--- src/pkg/uart_fc_pkg.sv ---
// Package: constants and types for the flow-controlled UART.
package uart_fc_pkg;
	// =========================================================
	// Frame format and timing
	localparam int          DATA_BITS      = 8;           // Eight data bits
	localparam int          STOP_BITS      = 1;           // Exactly one stop bit
	localparam int          CLK_HZ         = 200_000_000;
	localparam int          MAX_BAUD_BPS   = 1_000_000;   // Fastest supported rate
	// Smallest divisor allowed: one bit may be no shorter than this many clocks
	localparam logic [15:0] MIN_DIVISOR    = 16'(CLK_HZ / MAX_BAUD_BPS);
	localparam logic [15:0] RESET_DIVISOR  = 16'h06C8;    // 115200 bps after reset
	localparam logic        RESET_PARITY   = 1'b0;        // No parity after reset
	localparam logic        RESET_FLOW     = 1'b0;        // No flow control after reset
	localparam int          FIFO_DEPTH     = 8;
	localparam int          FIFO_WIDTH     = 8;

	// =========================================================
	// Serial engine states
	typedef enum logic [2:0] {
		ST_IDLE   = 3'b000,
		ST_START  = 3'b001,
		ST_DATA   = 3'b010,
		ST_PARITY = 3'b011,
		ST_STOP   = 3'b100
	} ser_state_t;
endpackage

--- src/hdl/uart_fifo.sv ---
// Small synchronous FIFO with valid/ready on both sides.
`timescale 1ns/10ps
module uart_fifo #(
	parameter int WIDTH = 8,
	parameter int DEPTH = 8
) (
	// Clock and reset
	input  wire logic             core_clk,
	input  wire logic             rst_n,
	// Fill side
	input  wire logic             in_valid,
	output logic                  in_ready,
	input  wire logic [WIDTH-1:0] in_data,
	// Drain side
	output logic                  out_valid,
	input  wire logic             out_ready,
	output logic [WIDTH-1:0]      out_data
);
	localparam int AW = $clog2(DEPTH);
	logic [WIDTH-1:0] mem_q [DEPTH];
	logic [AW-1:0]    wr_q;
	logic [AW-1:0]    rd_q;
	logic [AW:0]      cnt_q;
	logic             push;
	logic             pop;

	// =========================================================
	// Handshakes
	assign in_ready  = (cnt_q != (AW+1)'(DEPTH));
	assign out_valid = (cnt_q != '0);
	assign push      = in_valid & in_ready;
	assign pop       = out_valid & out_ready;
	assign out_data  = mem_q[rd_q];

	// Storage written only on push, no reset needed for data
	always_ff @(posedge core_clk) begin
		if (push) begin
			mem_q[wr_q] <= in_data;
		end
	end

	// Pointers and fill count
	always_ff @(posedge core_clk or negedge rst_n) begin
		if (!rst_n) begin
			wr_q  <= '0;
			rd_q  <= '0;
			cnt_q <= '0;
		end else begin
			if (push) begin
				wr_q <= (wr_q == AW'(DEPTH-1)) ? '0 : wr_q + 1'b1;
			end
			if (pop) begin
				rd_q <= (rd_q == AW'(DEPTH-1)) ? '0 : rd_q + 1'b1;
			end
			cnt_q <= cnt_q + (AW+1)'(push) - (AW+1)'(pop);
		end
	end
endmodule // uart_fifo

--- src/hdl/uart_with_flow_control.sv ---
// Flow-controlled UART: transmitter, receiver and receive FIFO.
// Operation
// - Reset frame is eight bits, no parity
// - Every frame ends with one stop bit
// - Parity is even or none, never odd
// - Data bits leave least significant first
// - Flow control enabled or disabled by configuration
// - Ready-to-receive off when receiver cannot accept
// - Flow control lines optional, may stay unused
// - Programmable baud divisor, up to 1 Mbps
// - Data moved by DMA streams, no CPU
`timescale 1ns/10ps
module uart_with_flow_control
	import uart_fc_pkg::*;
(
	// Clock and reset
	input  wire logic        core_clk,
	input  wire logic        rst_n,
	// Configuration
	input  wire logic        cfg_load,
	input  wire logic [15:0] cfg_divisor,
	input  wire logic        cfg_parity_even,
	input  wire logic        cfg_flow_en,
	// Transmit stream from DMA
	input  wire logic        tx_valid,
	output logic             tx_ready,
	input  wire logic [7:0]  tx_data,
	// Receive stream to DMA
	output logic             rx_valid,
	input  wire logic        rx_ready,
	output logic [7:0]       rx_data,
	output logic             rx_parity_err_q,
	output logic             rx_overrun_q,
	// Serial pins
	output logic             txd_q,
	input  wire logic        rxd,
	output logic             ready_to_receive_out,
	input  wire logic        permit_to_send_in
);
	// =========================================================
	// Configuration registers
	logic [15:0] div_q;
	logic        par_q;
	logic        flow_q;
	// Reset frame is eight_bit_no_parity_one_stop
	always_ff @(posedge core_clk or negedge rst_n) begin
		if (!rst_n) begin
			div_q  <= RESET_DIVISOR;
			par_q  <= RESET_PARITY;
			flow_q <= RESET_FLOW;
		end else if (cfg_load) begin
			// Divisor clamped so the bit rate never passes the maximum
			div_q  <= (cfg_divisor < MIN_DIVISOR) ? MIN_DIVISOR : cfg_divisor;
			par_q  <= cfg_parity_even;
			flow_q <= cfg_flow_en;
		end
	end

	// =========================================================
	// Transmitter
	ser_state_t  tx_st_q;
	logic [15:0] tx_cnt_q;
	logic [2:0]  tx_bit_q;
	logic [7:0]  tx_sh_q;
	logic        tx_par_q;
	logic        tx_tick;
	logic        tx_permit;

	assign tx_tick   = (tx_cnt_q >= div_q - 16'h0001); // Safe if divisor shrinks mid-bit
	// Permit line ignored when flow control is off, so it may float unused
	assign tx_permit = !flow_q || permit_to_send_in;
	assign tx_ready  = (tx_st_q == ST_IDLE) && tx_permit;

	// Bit timer, restarted on every frame start
	always_ff @(posedge core_clk or negedge rst_n) begin
		if (!rst_n) begin
			tx_cnt_q <= '0;
		end else if (tx_st_q == ST_IDLE || tx_tick) begin
			tx_cnt_q <= '0;
		end else begin
			tx_cnt_q <= tx_cnt_q + 16'h0001;
		end
	end

	// Frame sequencer
	always_ff @(posedge core_clk or negedge rst_n) begin
		if (!rst_n) begin
			tx_st_q  <= ST_IDLE;
			tx_bit_q <= '0;
			tx_sh_q  <= '0;
			tx_par_q <= 1'b0;
			txd_q    <= 1'b1;
		end else begin
			unique case (tx_st_q)
				ST_IDLE: begin
					txd_q <= 1'b1;
					if (tx_valid && tx_permit) begin
						tx_st_q  <= ST_START;
						tx_sh_q  <= tx_data;
						tx_par_q <= ^tx_data;
						tx_bit_q <= '0;
						txd_q    <= 1'b0;
					end
				end
				ST_START: begin
					if (tx_tick) begin
						tx_st_q <= ST_DATA;
						txd_q   <= tx_sh_q[0];
						tx_sh_q <= {1'b0, tx_sh_q[7:1]};
					end
				end
				ST_DATA: begin
					if (tx_tick) begin
						tx_bit_q <= tx_bit_q + 3'h1;
						if (tx_bit_q == 3'(DATA_BITS-1)) begin
							tx_st_q <= par_q ? ST_PARITY : ST_STOP;
							txd_q   <= par_q ? tx_par_q : 1'b1;
						end else begin
							txd_q   <= tx_sh_q[0];
							tx_sh_q <= {1'b0, tx_sh_q[7:1]};
						end
					end
				end
				ST_PARITY: begin
					if (tx_tick) begin
						tx_st_q <= ST_STOP;
						txd_q   <= 1'b1;
					end
				end
				ST_STOP: begin
					// Single stop bit, then back to idle
					if (tx_tick) begin
						tx_st_q <= ST_IDLE;
					end
				end
				default: tx_st_q <= ST_IDLE;
			endcase
		end
	end

	// =========================================================
	// Receiver
	ser_state_t  rx_st_q;
	logic [15:0] rx_cnt_q;
	logic [2:0]  rx_bit_q;
	logic [7:0]  rx_sh_q;
	logic        rx_par_q;
	logic        rxd_s1_q;
	logic        rxd_s2_q;
	logic        rx_tick;
	logic        rx_push;
	logic        fifo_in_ready;
	// Two-stage resync guards against a line timed by a foreign clock
	always_ff @(posedge core_clk or negedge rst_n) begin
		if (!rst_n) begin
			rxd_s1_q <= 1'b1;
			rxd_s2_q <= 1'b1;
		end else begin
			rxd_s1_q <= rxd;
			rxd_s2_q <= rxd_s1_q;
		end
	end

	// Sample at bit centre: half period after start, full period afterwards
	assign rx_tick = (rx_st_q == ST_START) ? (rx_cnt_q >= {1'b0, div_q[15:1]})
	                                       : (rx_cnt_q >= div_q - 16'h0001);
	// Bit timer; >= keeps a divisor shrunk mid-frame from stranding the count
	always_ff @(posedge core_clk or negedge rst_n) begin
		if (!rst_n) begin
			rx_cnt_q <= '0;
		end else if (rx_st_q == ST_IDLE || rx_tick) begin
			rx_cnt_q <= '0;
		end else begin
			rx_cnt_q <= rx_cnt_q + 16'h0001;
		end
	end
	// Frame receiver; a false start (high at centre) is dropped
	always_ff @(posedge core_clk or negedge rst_n) begin
		if (!rst_n) begin
			rx_st_q         <= ST_IDLE;
			rx_bit_q        <= '0;
			rx_sh_q         <= '0;
			rx_par_q        <= 1'b0;
			rx_push         <= 1'b0;
			rx_parity_err_q <= 1'b0;
			rx_overrun_q    <= 1'b0;
		end else begin
			rx_push <= 1'b0;
			unique case (rx_st_q)
				ST_IDLE: begin
					if (!rxd_s2_q) begin
						rx_st_q  <= ST_START;
						rx_bit_q <= '0;
						rx_par_q <= 1'b0;
					end
				end
				ST_START: begin
					if (rx_tick) begin
						rx_st_q <= rxd_s2_q ? ST_IDLE : ST_DATA;
					end
				end
				ST_DATA: begin
					if (rx_tick) begin
						rx_sh_q  <= {rxd_s2_q, rx_sh_q[7:1]};
						rx_par_q <= rx_par_q ^ rxd_s2_q;
						rx_bit_q <= rx_bit_q + 3'h1;
						if (rx_bit_q == 3'(DATA_BITS-1)) begin
							rx_st_q <= par_q ? ST_PARITY : ST_STOP;
						end
					end
				end
				ST_PARITY: begin
					if (rx_tick) begin
						rx_st_q         <= ST_STOP;
						rx_parity_err_q <= rx_par_q ^ rxd_s2_q;
					end
				end
				ST_STOP: begin
					// One stop bit only; byte delivered at its centre
					if (rx_tick) begin
						rx_st_q      <= ST_IDLE;
						rx_push      <= 1'b1;
						rx_overrun_q <= !fifo_in_ready;
					end
				end
				default: rx_st_q <= ST_IDLE;
			endcase
		end
	end

	// =========================================================
	// Receive buffer toward DMA
	uart_fifo #(
		.WIDTH (FIFO_WIDTH),
		.DEPTH (FIFO_DEPTH)
	) u_rx_fifo (
		.core_clk  (core_clk),
		.rst_n     (rst_n),
		.in_valid  (rx_push),
		.in_ready  (fifo_in_ready),
		.in_data   (rx_sh_q),
		.out_valid (rx_valid),
		.out_ready (rx_ready),
		.out_data  (rx_data)
	);
	// Request line goes off (high) once the buffer is full; on when flow is off
	assign ready_to_receive_out = flow_q && !fifo_in_ready;
endmodule // uart_with_flow_control

--- config.mk ---
export PLATFORM = sky130hd
export DESIGN_NAME = uart_with_flow_control
export DESIGN_NICKNAME = d
export VERILOG_FILES = /design/src/pkg/uart_fc_pkg.sv /design/src/hdl/uart_fifo.sv /design/src/hdl/uart_with_flow_control.sv
export SDC_FILE = /design/constraint.sdc
export NUM_CORES = 1
export LEC_CHECK = 0
export BUFFER_PORTS_ARGS = -buffer_cell sky130_fd_sc_hd__buf_2
export CORE_UTILIZATION = 40
export CTS_CLUSTER_DIAMETER = 30
export CTS_CLUSTER_SIZE = 14
export DETAILED_ROUTE_END_ITERATION = 7
export GPL_ROUTABILITY_DRIVEN = 0
export GPL_TIMING_DRIVEN = 1
export PLACE_DENSITY = 0.58
export SLEW_MARGIN = 20
export SYNTH_ARGS = -nofsm -noshare
export SYNTH_HDL_FRONTEND = slang
export SYNTH_SLANG_ARGS = --single-unit
--- constraint.sdc ---
create_clock -name core_clk -period 5 [get_ports core_clk]
set_clock_uncertainty 0.05 [all_clocks]
set_input_delay 0.5 -clock core_clk [delete_from_list [all_inputs] [get_ports core_clk]]
set_output_delay 0.5 -clock core_clk [all_outputs]
set_load 0.02 [all_outputs]
After elaboration in Yosys (flattened, before gate mapping)
Memory sizes are Yosys's and may differ from the RTL's.
Index checks and enable logic that the tools add are counted.
{"block": "op_classes", "shifts": 0, "n_div": 0, "reduce_logical": 26, "magnitude_cmp": 4, "muxes": 47, "n_bitwise": 3, "n_addsub": 9, "n_eq_ne": 26, "multipliers": 0}
{"op": "$mux W3", "n": 19}
{"op": "$mux W16", "n": 3}
{"op": "$add A16 B1 Y16 const B", "n": 2}
{"op": "$ge A16 B16 Y1", "n": 2}
{"op": "$mux W8", "n": 4}
{"op": "$pmux W3 S5", "n": 2}
{"op": "$ne A2 B2 Y1 const B", "n": 12}
{"op": "$pmux W8 S3", "n": 1}
{"op": "$eq A3 B3 Y1 const B", "n": 6}
{"op": "$ge A16 B15 Y1", "n": 1}
{"op": "$lt A16 B8 Y1 const B", "n": 1}
{"op": "$sub A16 B1 Y16 const B", "n": 1}
{"op": "$mux W1", "n": 13}
{"op": "$add A3 B1 Y3 const B", "n": 4}
{"op": "$eq A3 B2 Y1 const B", "n": 4}
{"op": "$pmux W3 S2", "n": 2}
{"op": "$reduce_and A6 Y1", "n": 2}
{"op": "$reduce_and A2 Y1", "n": 4}
{"op": "$reduce_bool A4 Y1", "n": 2}
{"op": "$reduce_xor A8 Y1", "n": 1}
{"op": "$eq A3 B1 Y1 const B", "n": 2}
{"op": "$logic_not A3 Y1", "n": 2}
{"op": "$reduce_and A3 Y1", "n": 2}
{"op": "$reduce_and A5 Y1", "n": 1}
{"op": "15 further kinds", "n": 22}
{"block": "totals", "latch_bits": 0, "elab_cells": 138, "regBits": 96, "mem_count": 1, "in_bits": 33, "ram_bits": 64, "rom_bits": 0, "output_inout_bits": 14}
{"memory": "u_rx_fifo.mem_q", "words": 8, "word_bits": 8, "read_ports": 1, "rd_clocked_by_memory_dff": 0, "write_ports": 1, "line": "uart_fifo.sv:20", "text": "logic [WIDTH-1:0] mem_q [DEPTH];"}

Depth between registers and ports, before layout
Gate-level depths: netlist of the first run.
{"block": "depth", "depth_word": 5, "depth_mapped": 17, "ltp_nobuf": 14}

Hierarchy
Synthesis of the first run repeated with hierarchy kept, for this count alone.
{"block": "hier_totals", "cells_unflattened": 711, "area_unflattened_um2": 8479.4}
{"module": "uart_with_flow_control", "area_per_inst_um2": 5381.4, "n_inst": 1, "seq_area_each_um2": 2162.1, "cells_each": 561}
{"module": "uart_fifo", "area_per_inst_um2": 3098.0, "n_inst": 1, "seq_area_each_um2": 2172.1, "cells_each": 150}

Least setup slack after synthesis of the first run
OpenSTA, ideal clock, no wires.
{"block": "synth_timing", "kind": "reg-to-reg", "from": "reg div_q[8]", "to": "reg tx_sh_q[1]", "setup_ns": 0.125, "required_ns": 4.825, "stages_incl_launch_ff": 14, "synth_period_minus_slack_ns": 3.816, "arrival_ns": 3.642, "n_path_buf": 0, "setup_slack_ns": 1.184, "cell_sequence": "dfrtp_1 or4_1 nor3_1 nand4_1 nor3_1 xnor2_1 ha_1 and4_1 and2_0 nand2_1 o41ai_2 o22ai_1 a21oi_2 mux2_2"}
{"block": "synth_via", "elab_chain_len": 4}
{"item": "start, declared", "line": "uart_with_flow_control.sv:42", "text": "logic [15:0] div_q;"}
{"item": "start signal, assigned", "line": "uart_with_flow_control.sv:53", "text": "div_q <= (cfg_divisor < MIN_DIVISOR) ? MIN_DIVISOR : cfg_divisor;"}
{"item": "$sub A16 B1 Y16 *", "line": "uart_with_flow_control.sv:69", "text": "assign tx_tick = (tx_cnt_q >= div_q - 16'h0001);"}
{"item": "$ge A16 B16 Y1 *", "line": "uart_with_flow_control.sv:69"}
{"item": "$ne A2 B2 Y1 (no source line)"}
{"item": "$reduce_and A5 Y1 (no source line) *"}
{"item": "end signal, assigned", "line": "uart_with_flow_control.sv:99", "text": "tx_sh_q <= tx_data;"}
{"item": "end signal, assigned", "line": "uart_with_flow_control.sv:109", "text": "tx_sh_q <= {1'b0, tx_sh_q[7:1]};"}
{"item": "end signal, assigned", "line": "uart_with_flow_control.sv:120", "text": "tx_sh_q <= {1'b0, tx_sh_q[7:1]};"}
{"item": "end, declared", "line": "uart_with_flow_control.sv:64", "text": "logic [7:0] tx_sh_q;"}
Every way passes the cells marked *; elsewhere a longest branch is shown, timed or not.
A chain may end at the register's enable or synchronous reset.

Final worst setup path of the first run
{"block": "layout_timing", "from": "reg div_q[0]", "to": "reg tx_sh_q[5]"}
The elaborated chain is that of the path after synthesis.

==> results by group, run 1 <==
Status
  • Status: complete, no violations

Place
  • Post-place setup slack: 0.665 ns
  • DP HPWL: 11900 um
  • Cell Area, Placed: 8780 um2
  • Port buffer count: 46

Final layout
  • Fin area: 9390 um2
  • Nets: 835
  • Ant. Diodes: 0
  • Ratio of cells with drive above 1 in the final layout: 19.4%
  • Area grow syn2layout: 13.5%

STA
  • Unrepaired setup endpoints after global routing: false
  • Total Neg Setup Slack: 0 ns
  • Max Transition Viols Final: 0
  • Tightest Pin Transition: 0.976 ns
  • Final Cycle Share: 85.9%
  • Final WS setup: 0.703 ns
  • Final min period: 4.30 ns
  • Final Setup Violations: 0
  • Final Hold Fails: 0
  • Fmax: 233 MHz
  • Hold Slack: 0.0274 ns
  • Max transition margin: 34.7%

Die
  • Initial core utilization: 40.9%
  • Rows: 52
  • I/O pins: 47
  • Die height: 146 um
  • Die width: 146 um
  • Die area: 21300 um2
  • Core area: 20200 um2

Route
  • Drt total wl: 16700 um
  • Drt drc: 0
  • Wire per inst: 16.3 um
  • Vias per cell: 5.16
  • Vias: 5287
  • Number of nets still failing antenna checks after routing: 0
  • DR iter-0 viols: 241
  • Drt first pass iters: 4

Synth
  • Synth async-reset ratio: 60.0%
  • Cells after Synth: 694
  • Netlist cell types: 62
  • EDFF count, synth: 64
  • Post-Syn Area: 8280 um2
  • Synth warnings: 0
  • Syn nets: 788
  • Seq/Total Area, Yosys: 52.4%
  • Avg Inst Size Synth: 11.9 um2
  • Number of synthesized register bits: 160
  • Most used flip-flop cell after synthesis: dfrtp_1

Critical path
  • Critical Path AT: 4.56 ns
  • Crit path launch type: register
  • Crit. End Element: register
  • Crit path to: tx_sh_q[5]$_DFFE_PN0P_
  • Critical setup path kind: reg2reg
  • Register-to-register setup slack: 0.70 ns
  • Crit path max fanout: 8
  • Reg2reg end: tx_sh_q[5]$_DFFE_PN0P_
  • R2R depth: 13
  • Worst R2R Start: div_q[0]$_DFFE_PN0P_
  • Worst Setup SP: div_q[0]$_DFFE_PN0P_
  • Worst EP required: 5.26 ns

Clocking
  • Clock Tree Root: clkbuf_16
  • CTS buffer count: 17
  • CTS Buffer Depth: 2
  • Post-CTS Setup Inserts: 0
  • PostCTS Resize Cnt: 0
  • Clk slew on worst S/H paths: 0.07 ns
  • H-tree Lvls: 4
  • CTS tree: done
  • Insertion delay to the later sink of the worst-skew pair: 0.43 ns
  • Sink Count: 160
  • CTS Hold Bufs: 0

GRT
  • GRT overflow: 0
  • Pin count of the biggest net entering global routing: 53
  • Vias in the first global route: 5536
  • Initial antenna violation count: 0
  • First-pass GRT wire length: 28400 um
  • Tot GR Track Use: 17.1%

Worst hold path
  • Worst hold path class: in2async

Pwr
  • P_leak: 4.11 nW
  • Total Power: 4.11 mW
  • Power Density: 437 nW/um2
  • Worst IR Drop VDD: 355 uV

Job
  • Max_cap viols: 0
==> worst max-delay path, stage by stage (launching register included) <==
cell and delay, ns:
dfrtp_1 0.39, inv_1 0.13, ha_1 0.22, or4b_1 0.59, nor4_1 0.34, xnor2_1 0.15, ha_1 0.31, and4_1 0.20
and2_0 0.18, nand2_1 0.08, o41ai_2 0.54, o22ai_1 0.18, a21oi_2 0.43, mux2_2 0.39
==> cell usage after synthesis, types with 4 or more instances <==
library cell / count / area [um2]
dfrtp_1: 88 / 2200
edfxtp_1: 64 / 1920
nor2_1: 63 / 236
ha_1: 60 / 751
nand2_1: 45 / 169
inv_1: 44 / 165
o21ai_0: 36 / 180
xnor2_1: 34 / 298
mux2_2: 33 / 372
nand3_1: 26 / 130
xor2_1: 20 / 175
a21oi_1: 17 / 85.1
mux4_2: 16 / 360
a21o_1: 14 / 105
and3_1: 12 / 75.1
clkbuf_1: 12 / 45.0
nor3_1: 10 / 50.1
nand2b_1: 9 / 56.3
dfstp_2: 8 / 210
a211oi_1: 6 / 45.0
mux2i_1: 6 / 60.1
nand4_1: 5 / 31.3
nor3b_1: 4 / 30.0
or4_1: 4 / 30.0
==> where the power goes <==
group	switching, mW	total [mW]	leakage, nW	internal [mW]
sequential	0.250	1.79	1.84	1.54
combinational	0.493	0.987	1.96	0.494
clock	0.605	1.33	0.304	0.725
total	1.35	4.11	4.11	2.76
==> layout make-up <==
cell class                 instances  area [um2]
tap                              270         338
fill                            1838       10800
inverter                          44         165
multi-input combinational        471        3700
timing repair buffer              47         240
clock inverter                    15         189
sequential                       160        4340
clock buffer                      17         425
==> worst min-delay path by stage <==
stage | from | end | slack [ns] | depth (start not counted)
after global routing | rst_n | rx_cnt_q[1]$_DFF_PN0_ | 0.07 | 1
after global placement | rxd_s1_q$_DFF_PN1_ | rxd_s2_q$_DFF_PN1_ | 0.30 | 0
final | rst_n | rx_cnt_q[1]$_DFF_PN0_ | 0.03 | 1
after detailed placement | rxd_s1_q$_DFF_PN1_ | rxd_s2_q$_DFF_PN1_ | 0.30 | 0
after floorplan | rst_n | div_q[0]$_DFFE_PN0P_ | 0.15 | 0
after CTS | rst_n | rx_cnt_q[1]$_DFF_PN0_ | 0.04 | 1
==> stage by stage <==
stage          cells  util, %
3_3_place_gp     992     43.4
4_1_cts         1024     46.4
3_5_place_dp     992     43.4
5_1_grt         1024     46.4
6_report        1024     46.4
2_1_floorplan    694        -
==> layout by cell type (no fill, tap or decap), drive strengths merged, types with 5 or more instances in the layout <==
cell / count
mux2i: 6
nor2: 64
nand4: 5
ha: 60
nand2b: 9
dfstp: 8
nor3: 10
mux2: 33
a211oi: 6
nand2: 45
o21ai: 37
edfxtp: 64
clkinv: 5
xor2: 20
a21oi: 18
dfrtp: 88
buf: 47
xnor2: 34
or4: 5
and3: 12
mux4: 16
inv: 53
a21o: 14
nand3: 26
clkbuf: 17
==> routing by layer <==
layer,GRT usage (%),up-vias,routed length [um]
li1,-,2597,-
met1,20.9,2610,7290
met2,30.5,68,8760
met3,3.67,12,451
met4,4.47,0,191
met5,0,-,0
==> cell families (layout without fill, tap and decap cells) <==
logic type | after synthesis | count (layout) | synth area share, %
adders and majority gates | 62 | 62 | 9.43
and+or+nand+nor | 200 | 200 | 11.8
muxes | 55 | 55 | 9.57
buffers and inverters | 63 | 123 | 3.08
AOI/OAI and AO/OA | 100 | 100 | 8.06
DFF | 160 | 160 | 52.3
xor gates and xnor gates | 54 | 54 | 5.71
==> flip-flops by register name, indices dropped and copies added (netlist names), 3 cells and up <==
register,cells
tx_cnt_q,16
rx_bit_q,3
tx_sh_q,8
div_q,16
u_rx_fifo.wr_q,3
tx_st_q,3
u_rx_fifo.rd_q,3
u_rx_fifo.cnt_q,4
rx_sh_q,8
rx_st_q,3
u_rx_fifo.mem_q,64
tx_bit_q,3
rx_cnt_q,16
Power figures use the tool's default switching activity.
==> inputs of run 2 (changes only) <==
SYNTH_HIERARCHICAL = 1   (was default)
==> results by group, run 2 <==
Synth
  • Most area-consuming cells after synthesis: dfrtp_1 26%, edfxtp_1 23%, ha_1 8.9%, mux2_2 4.0%, xnor2_1 3.2%
  • Area share of the largest cell type after synthesis: 26.0% (-0.63 points)
  • Seq/Total Area, Yosys: 51.1% (-1.2 points)
  • Leading area contributor after synthesis: dfrtp_1
  • Count leader, synth: dfrtp_1
  • Synth warnings: 6 (+6)
  • Netlist cell types: 64 (+3.2%)
  • Syn nets: 805 (+2.2%)
  • Avg Inst Size Synth: 11.9 um2 (about the same)
  • Number of synthesized register bits: 160 (unchanged)
  • Post-synth top cells: 88 x dfrtp_1, 64 x edfxtp_1, 63 x nor2_1
  • Cells after Synth: 711 (+2.4%)
  • Most used flip-flop cell after synthesis: dfrtp_1
  • Post-Syn Area: 8480 um2 (+2.4%)
  • EDFF count, synth: 64 (unchanged)
  • Synth async-reset ratio: 60.0% (unchanged)

STA
  • Final Cycle Share: 90.9% (+5.0 points)
  • Max Transition Viols Final: 0 (unchanged)
  • Final Setup Violations: 0 (unchanged)
  • Final Hold Fails: 0 (unchanged)
  • Final min period: 4.55 ns (+0.250 ns)
  • Unrepaired setup endpoints after global routing: false
  • Final WS setup: 0.453 ns (-0.250 ns)
  • Tightest Pin Transition: 1.01 ns (+0.0374 ns)
  • Fmax: 220 MHz (-5.5%)
  • Max transition margin: 32.5% (-2.3 points)
  • Total Neg Setup Slack: 0 ns (unchanged)

Clocking
  • Clk slew on worst S/H paths: 0.07 ns (about the same)
  • Sink Count: 160 (unchanged)
  • Clock Tree Root: clkbuf_16
  • CTS Hold Bufs: 0 (unchanged)
  • Post-CTS Setup Inserts: 0 (unchanged)
  • H-tree Lvls: 4 (unchanged)
  • CTS Buffer Depth: 2 (unchanged)
  • CTS buffer count: 17 (unchanged)
  • CTS tree: done
  • Insertion delay to the later sink of the worst-skew pair: 0.42 ns (about the same)
  • PostCTS Resize Cnt: 0 (unchanged)

Final layout
  • Ratio of cells with drive above 1 in the final layout: 19.9% (+0.58 points)
  • Final cell count without fillers: 1042 (+1.8%)
  • Commonest cells after routing, fill and taps aside: 88 x dfrtp_1, 64 x edfxtp_1, 63 x nor2_1, 60 x ha_1, 45 x buf_2
  • Fillers: 1847 (+0.49%)
  • Most common cell after layout, fill and taps aside: dfrtp_1
  • Area grow syn2layout: 13.4% (about the same)
  • Register Area: 4330 um2 (about the same)
  • Area of the multi-input gates: 3890 um2 (+5.2%)
  • Largest Register: u_rx_fifo/mem_q
  • Fin area: 9620 um2 (+2.4%)
  • Nets: 853 (+2.2%)
  • Ant. Diodes: 0 (unchanged)
  • Max reg flops: 64 (unchanged)

GRT
  • Initial antenna violation count: 0 (unchanged)
  • Tot GR Track Use: 16.7% (-0.39 points)
  • Vias in the first global route: 5675 (+2.5%)
  • First-pass GRT wire length: 28200 um (-0.54%)
  • Pin count of the biggest net entering global routing: 50 (-5.7%)
  • GRT overflow: 0 (unchanged)

Critical path
  • Slowest cell on crit path: or4_1
  • Critical setup path kind: reg2reg
  • Crit. End Element: register
  • Largest stage delay on the critical path: 0.62 ns (+0.03 ns)
  • Cells along the critical path: or4_1, or4_1, nor4_1, xnor2_1, ha_1, nand3_1, nor2_1, nand2_1, o31ai_1, nor2_1, o22ai_2, mux2_2
  • Crit path launch type: register
  • Crit path max fanout: 10 (+2)
  • Critical Path AT: 4.81 ns (+0.25 ns)
  • Worst EP required: 5.26 ns (about the same)

Route
  • Drt first pass iters: 4 (unchanged)
  • Wire per inst: 16.2 um (-0.30%)
  • Number of nets still failing antenna checks after routing: 0 (unchanged)
  • Drt total wl: 16900 um (+1.5%)
  • Drt drc: 0 (unchanged)
  • Vias: 5546 (+4.9%)
  • Vias per cell: 5.32 (+3.1%)
  • DR iter-0 viols: 261 (+8.3%)

Place
  • Post-place setup slack: 0.480 ns (-0.185 ns)
  • Dpl cells: 1010 (+1.8%)
  • DP HPWL: 12400 um (+4.2%)
  • Port buffer count: 46 (unchanged)
  • Cell Area, Placed: 8990 um2 (+2.5%)

Pwr
  • Gate power share: 26.3% (+2.3 points)
  • Total Power: 4.29 mW (+4.5%)
  • Int Power: 2.88 mW (+4.5%)
  • Worst IR Drop VDD: 256 uV (-28%)
  • Reg power frac: 42.3% (-1.3 points)
  • P_leak: 4.15 nW (+0.99%)
  • Power Density: 446 nW/um2 (+2.1%)
  • Clock power share: 31.4% (-1.0 points)
  • Sw Pwr: 1.41 mW (+4.5%)
  • Sw frac: 32.8% (about the same)

Job
  • Max_cap viols: 0 (unchanged)

Die
  • Die width: 148 um (+1.2%)
  • I/O pins: 47 (unchanged)
  • Rows: 52 (unchanged)
  • Die height: 148 um (+1.2%)
  • Initial core utilization: 41.4% (+0.46 points)
  • Die area: 21800 um2 (+2.4%)
  • Core area: 20500 um2 (+1.3%)

Status
  • Status: complete, no violations

Worst hold path
  • Worst hold path class: in2async
run 2: cell types whose count changed after synthesis, sizes merged, moves of 6 or more:
| cell | before | now |
|---|---|---|
| a21oi | 18 | 25 |
| nor4 | 2 | 8 |
| nand3 | 26 | 32 |
| clkbuf | 12 | 18 |
| mux2 | 33 | 39 |
| o21ai | 37 | 30 |
run 2: per-stage QoR:
stage          hold slack (ns)  util, %
2_1_floorplan            0.154        -
3_3_place_gp             0.299     43.8
3_5_place_dp             0.302     43.9
4_1_cts                 0.0495     46.9
5_1_grt                 0.0775     46.9
6_report                0.0314     46.9
run 2: path summary, 6_finish.rpt:
kind                                           start                endpoint  slack (ns)  depth (start not counted)
worst max-delay path            div_q[8]$_DFFE_PN0P_  tx_sh_q[3]$_DFFE_PN0P_        0.45                         12
min in group core_clk                            rxd      rxd_s1_q$_DFF_PN1_        0.12                          1
worst max register to register  div_q[8]$_DFFE_PN0P_  tx_sh_q[3]$_DFFE_PN0P_        0.45                         12
worst min register to register    rxd_s1_q$_DFF_PN1_      rxd_s2_q$_DFF_PN1_        0.31                          0
worst min-delay path                           rst_n   rx_cnt_q[4]$_DFF_PN0_        0.03                          1
max in group asynchronous                      rst_n  tx_cnt_q[11]$_DFF_PN0_        3.80                          2
run 2: cell type report:
| class | instances | share of cell area (%) |
|---|---|---|
| Sequential cell | 160 | 45.1 |
| Timing Repair Buffer | 53 | 2.97 |
| Clock buffer | 17 | 4.42 |
| Tap cell | 270 | 3.51 |
| Multi-Input combinational cell | 488 | 40.5 |
| Inverter | 39 | 1.52 |
| Clock inverter | 15 | 2.04 |
run 2: worst max-delay path, delay by kind of cell (launching register included):
| kind | cells | cell delay [ns] |
|---|---|---|
| AO/OA/AOI/OAI | 2 | 0.92 |
| XOR/XNOR | 1 | 0.16 |
| adder cells (fa/ha/maj) | 1 | 0.35 |
| flip-flops | 1 | 0.41 |
| multiplexers | 1 | 0.39 |
| AND/OR/NAND/NOR | 7 | 2.15 |
run 2: layer usage:
layer	routed length, um	GRT usage [%]
met2	8350	28.4
met1	8030	21.5
met3	411	3.15
met5	0	0
met4	146	5.26
run 2: power by group through the flow:
stage	sequential (mW)	clock, mW	combinational, mW
5_1_grt	1.85	1.44	1.26
4_1_cts	1.82	1.38	1.15
6_report	1.81	1.35	1.13
3_3_place_gp	1.83	0	1.09
2_1_floorplan	1.70	0	0.978
3_5_place_dp	1.85	0	1.14
run 2: cells by family after synthesis:
| logic type | Yosys count | share of synthesized area [%] |
|---|---|---|
| AO/OA/AOI/OAI | 112 | 8.94 |
| buffers and inverters | 63 | 3.11 |
| multiplexers | 56 | 10.3 |
| XOR/XNOR | 53 | 5.64 |
| AND/OR/NAND/NOR | 205 | 11.7 |
| adder cells (fa/ha/maj) | 62 | 9.22 |
| flip-flops | 160 | 51.1 |
==> inputs of run 3 (changes only) <==
BUFFER_PORTS_ARGS = -buffer_cell sky130_fd_sc_hd__buf_4   (was -buffer_cell sky130_fd_sc_hd__buf_2)
==> results by group, run 3 (synthesis gave the netlist of run 2 again) <==
Final layout
  • Commonest cells after routing, fill and taps aside: 88 x dfrtp_1, 64 x edfxtp_1, 63 x nor2_1, 60 x ha_1, 53 x buf_4
  • Fillers: 1879 (+1.7%)
  • Core Util, Final: 47.3% (+0.38 points)
  • Register Area: 4330 um2 (unchanged)
  • Area grow syn2layout: 14.3%
  • Max reg flops: 64 (unchanged)
  • Area of the multi-input gates: 3890 um2 (unchanged)
  • Nets: 853 (unchanged)
  • Most common cell after layout, fill and taps aside: dfrtp_1
  • Ant. Diodes: 0 (unchanged)
  • Ratio of cells with drive above 1 in the final layout: 19.9% (unchanged)
  • Largest Register: u_rx_fifo/mem_q

Pwr
  • Sw Pwr: 1.40 mW (-0.52%)
  • Int Power: 2.87 mW (-0.32%)
  • Worst IR Drop VDD: 239 uV (-6.8%)
  • Total Power: 4.28 mW (-0.38%)
  • Reg power frac: 42.6% (+0.3 points)
  • Sw frac: 32.8% (-0.044 points)
  • Clock power share: 29.9% (-1.5 points)
  • Gate power share: 27.5% (+1.2 points)
  • Power Density: 441 nW/um2 (-1.2%)
  • P_leak: 4.16 nW (+0.37%)

Place
  • Port buffer count: 46 (unchanged)
  • DP HPWL: 12500 um (+0.95%)

GRT
  • Initial antenna violation count: 0 (unchanged)
  • Tot GR Track Use: 17.0% (+0.32 points)
  • GRT overflow: 0 (unchanged)
  • Pin count of the biggest net entering global routing: 58 (+16%)
  • Vias in the first global route: 5829 (+2.7%)
  • First-pass GRT wire length: 29000 um (+2.9%)

Critical path
  • Critical setup path kind: reg2reg
  • Worst R2R Start: div_q[7]$_DFFE_PN1P_
  • CP top delay family: simple AND/OR/NAND/NOR gates
  • Crit. End Element: register
  • Slowest cell on crit path: or4_1
  • Worst EP required: 5.26 ns (about the same)
  • Critical Path AT: 4.81 ns (about the same)
  • R2R depth: 12 (unchanged)
  • Crit path launch type: register
  • Reg2reg end: tx_sh_q[1]$_DFFE_PN0P_
  • Cells along the critical path: or4_1, or4_1, nor4_1, xnor2_1, ha_1, nand3_1, nor2_1, nand2_1, o31ai_1, nor2_1, o22ai_2, mux2_2
  • Largest stage delay on the critical path: 0.62 ns (about the same)
  • Worst path bufs/invs: 0 (unchanged)
  • Register-to-register setup slack: 0.45 ns (about the same)
  • Crit path max fanout: 10 (unchanged)

Die
  • Core area: 20500 um2 (unchanged)
  • Initial core utilization: 41.4% (unchanged)
  • Rows: 52 (unchanged)
  • Die height: 148 um (unchanged)
  • I/O pins: 47 (unchanged)
  • Die width: 148 um (unchanged)
  • Die area: 21800 um2 (unchanged)

STA
  • Unrepaired setup endpoints after global routing: false
  • Final Hold Fails: 0 (unchanged)
  • Final Cycle Share: 91.0% (about the same)
  • Final min period: 4.55 ns (+0.00315 ns)
  • Final Setup Violations: 0 (unchanged)
  • Tightest Pin Transition: 1.01 ns (-0.0000661 ns)
  • Hold Slack: 0.0710 ns (+0.0396 ns)
  • Total Neg Setup Slack: 0 ns (unchanged)
  • Max Transition Viols Final: 0 (unchanged)
  • Fmax: 220 MHz (about the same)
  • Max transition margin: 32.5% (about the same)

Status
  • Status: complete, no violations

Route
  • Drt first pass iters: 5 (+1)
  • Vias: 5515 (-0.56%)
  • Number of nets still failing antenna checks after routing: 0 (unchanged)
  • Vias per cell: 5.29 (-0.56%)
  • DR iter-0 viols: 264 (+1.1%)
  • Drt drc: 0 (unchanged)
  • Drt total wl: 16900 um (-0.19%)
  • Wire per inst: 16.2 um (-0.19%)

Clocking
  • PostCTS Resize Cnt: 0 (unchanged)
  • H-tree Lvls: 4 (unchanged)
  • Sink Count: 160 (unchanged)
  • CTS tree: done
  • Clock Tree Root: clkbuf_16
  • CTS Buffer Depth: 2 (unchanged)
  • CTS Hold Bufs: 0 (unchanged)
  • Post-CTS Setup Inserts: 0 (unchanged)
  • Clk slew on worst S/H paths: 0.07 ns (about the same)
  • CTS buffer count: 17 (unchanged)
  • Insertion delay to the later sink of the worst-skew pair: 0.42 ns (about the same)

Job
  • Max_cap viols: 0 (unchanged)

Worst hold path
  • Worst hold path class: in2async
run 3: power by group through the flow:
stage / logic (mW) / registers (mW) / clock network [mW]
2_1_floorplan: 0.978 / 1.70 / 0
4_1_cts: 1.19 / 1.83 / 1.31
5_1_grt: 1.32 / 1.86 / 1.37
3_3_place_gp: 1.14 / 1.83 / 0
3_5_place_dp: 1.19 / 1.85 / 0
6_report: 1.18 / 1.82 / 1.28
run 3: how the worst max path moves through the flow:
stage	cells after the start	startpoint	slack, ns	to
6_report	12	div_q[7]$_DFFE_PN1P_	0.45	tx_sh_q[1]$_DFFE_PN0P_
5_1_grt	12	div_q[8]$_DFFE_PN0P_	0.13	tx_sh_q[1]$_DFFE_PN0P_
4_1_cts	12	div_q[8]$_DFFE_PN0P_	0.50	tx_sh_q[1]$_DFFE_PN0P_
3_5_place_dp	12	div_q[8]$_DFFE_PN0P_	0.52	tx_sh_q[1]$_DFFE_PN0P_
3_3_place_gp	12	div_q[8]$_DFFE_PN0P_	0.66	tx_sh_q[3]$_DFFE_PN0P_
2_1_floorplan	14	div_q[8]$_DFFE_PN0P_	0.95	tx_sh_q[0]$_DFFE_PN0P_
run 3: final cells by class:
| type | instances | area share (%) |
|---|---|---|
| Inverter | 39 | 1.51 |
| Sequential cell | 160 | 44.7 |
| Tap cell | 270 | 3.48 |
| Clock buffer | 18 | 4.53 |
| Timing Repair Buffer | 53 | 4.10 |
| Clock inverter | 14 | 1.52 |
| Multi-Input combinational cell | 488 | 40.1 |
run 3: per-layer routing:
layer / part of all wire [%] / up-vias / global-route usage (%)
li1: - / 2697 / -
met1: 47 / 2723 / 21.6
met2: 49 / 74 / 28.8
met3: 2.3 / 21 / 3.06
met4: 1.6 / 0 / 6.91
met5: 0 / - / 0
run 3: stage by stage:
step	cell area (um2)	instances	worst slack, ns
after floorplan	8480	711	0.954
after global placement	9100	1010	0.663
after detailed placement	9100	1010	0.516
after CTS	9690	1042	0.498
after global routing	9690	1042	0.127
final	9690	1042	0.450
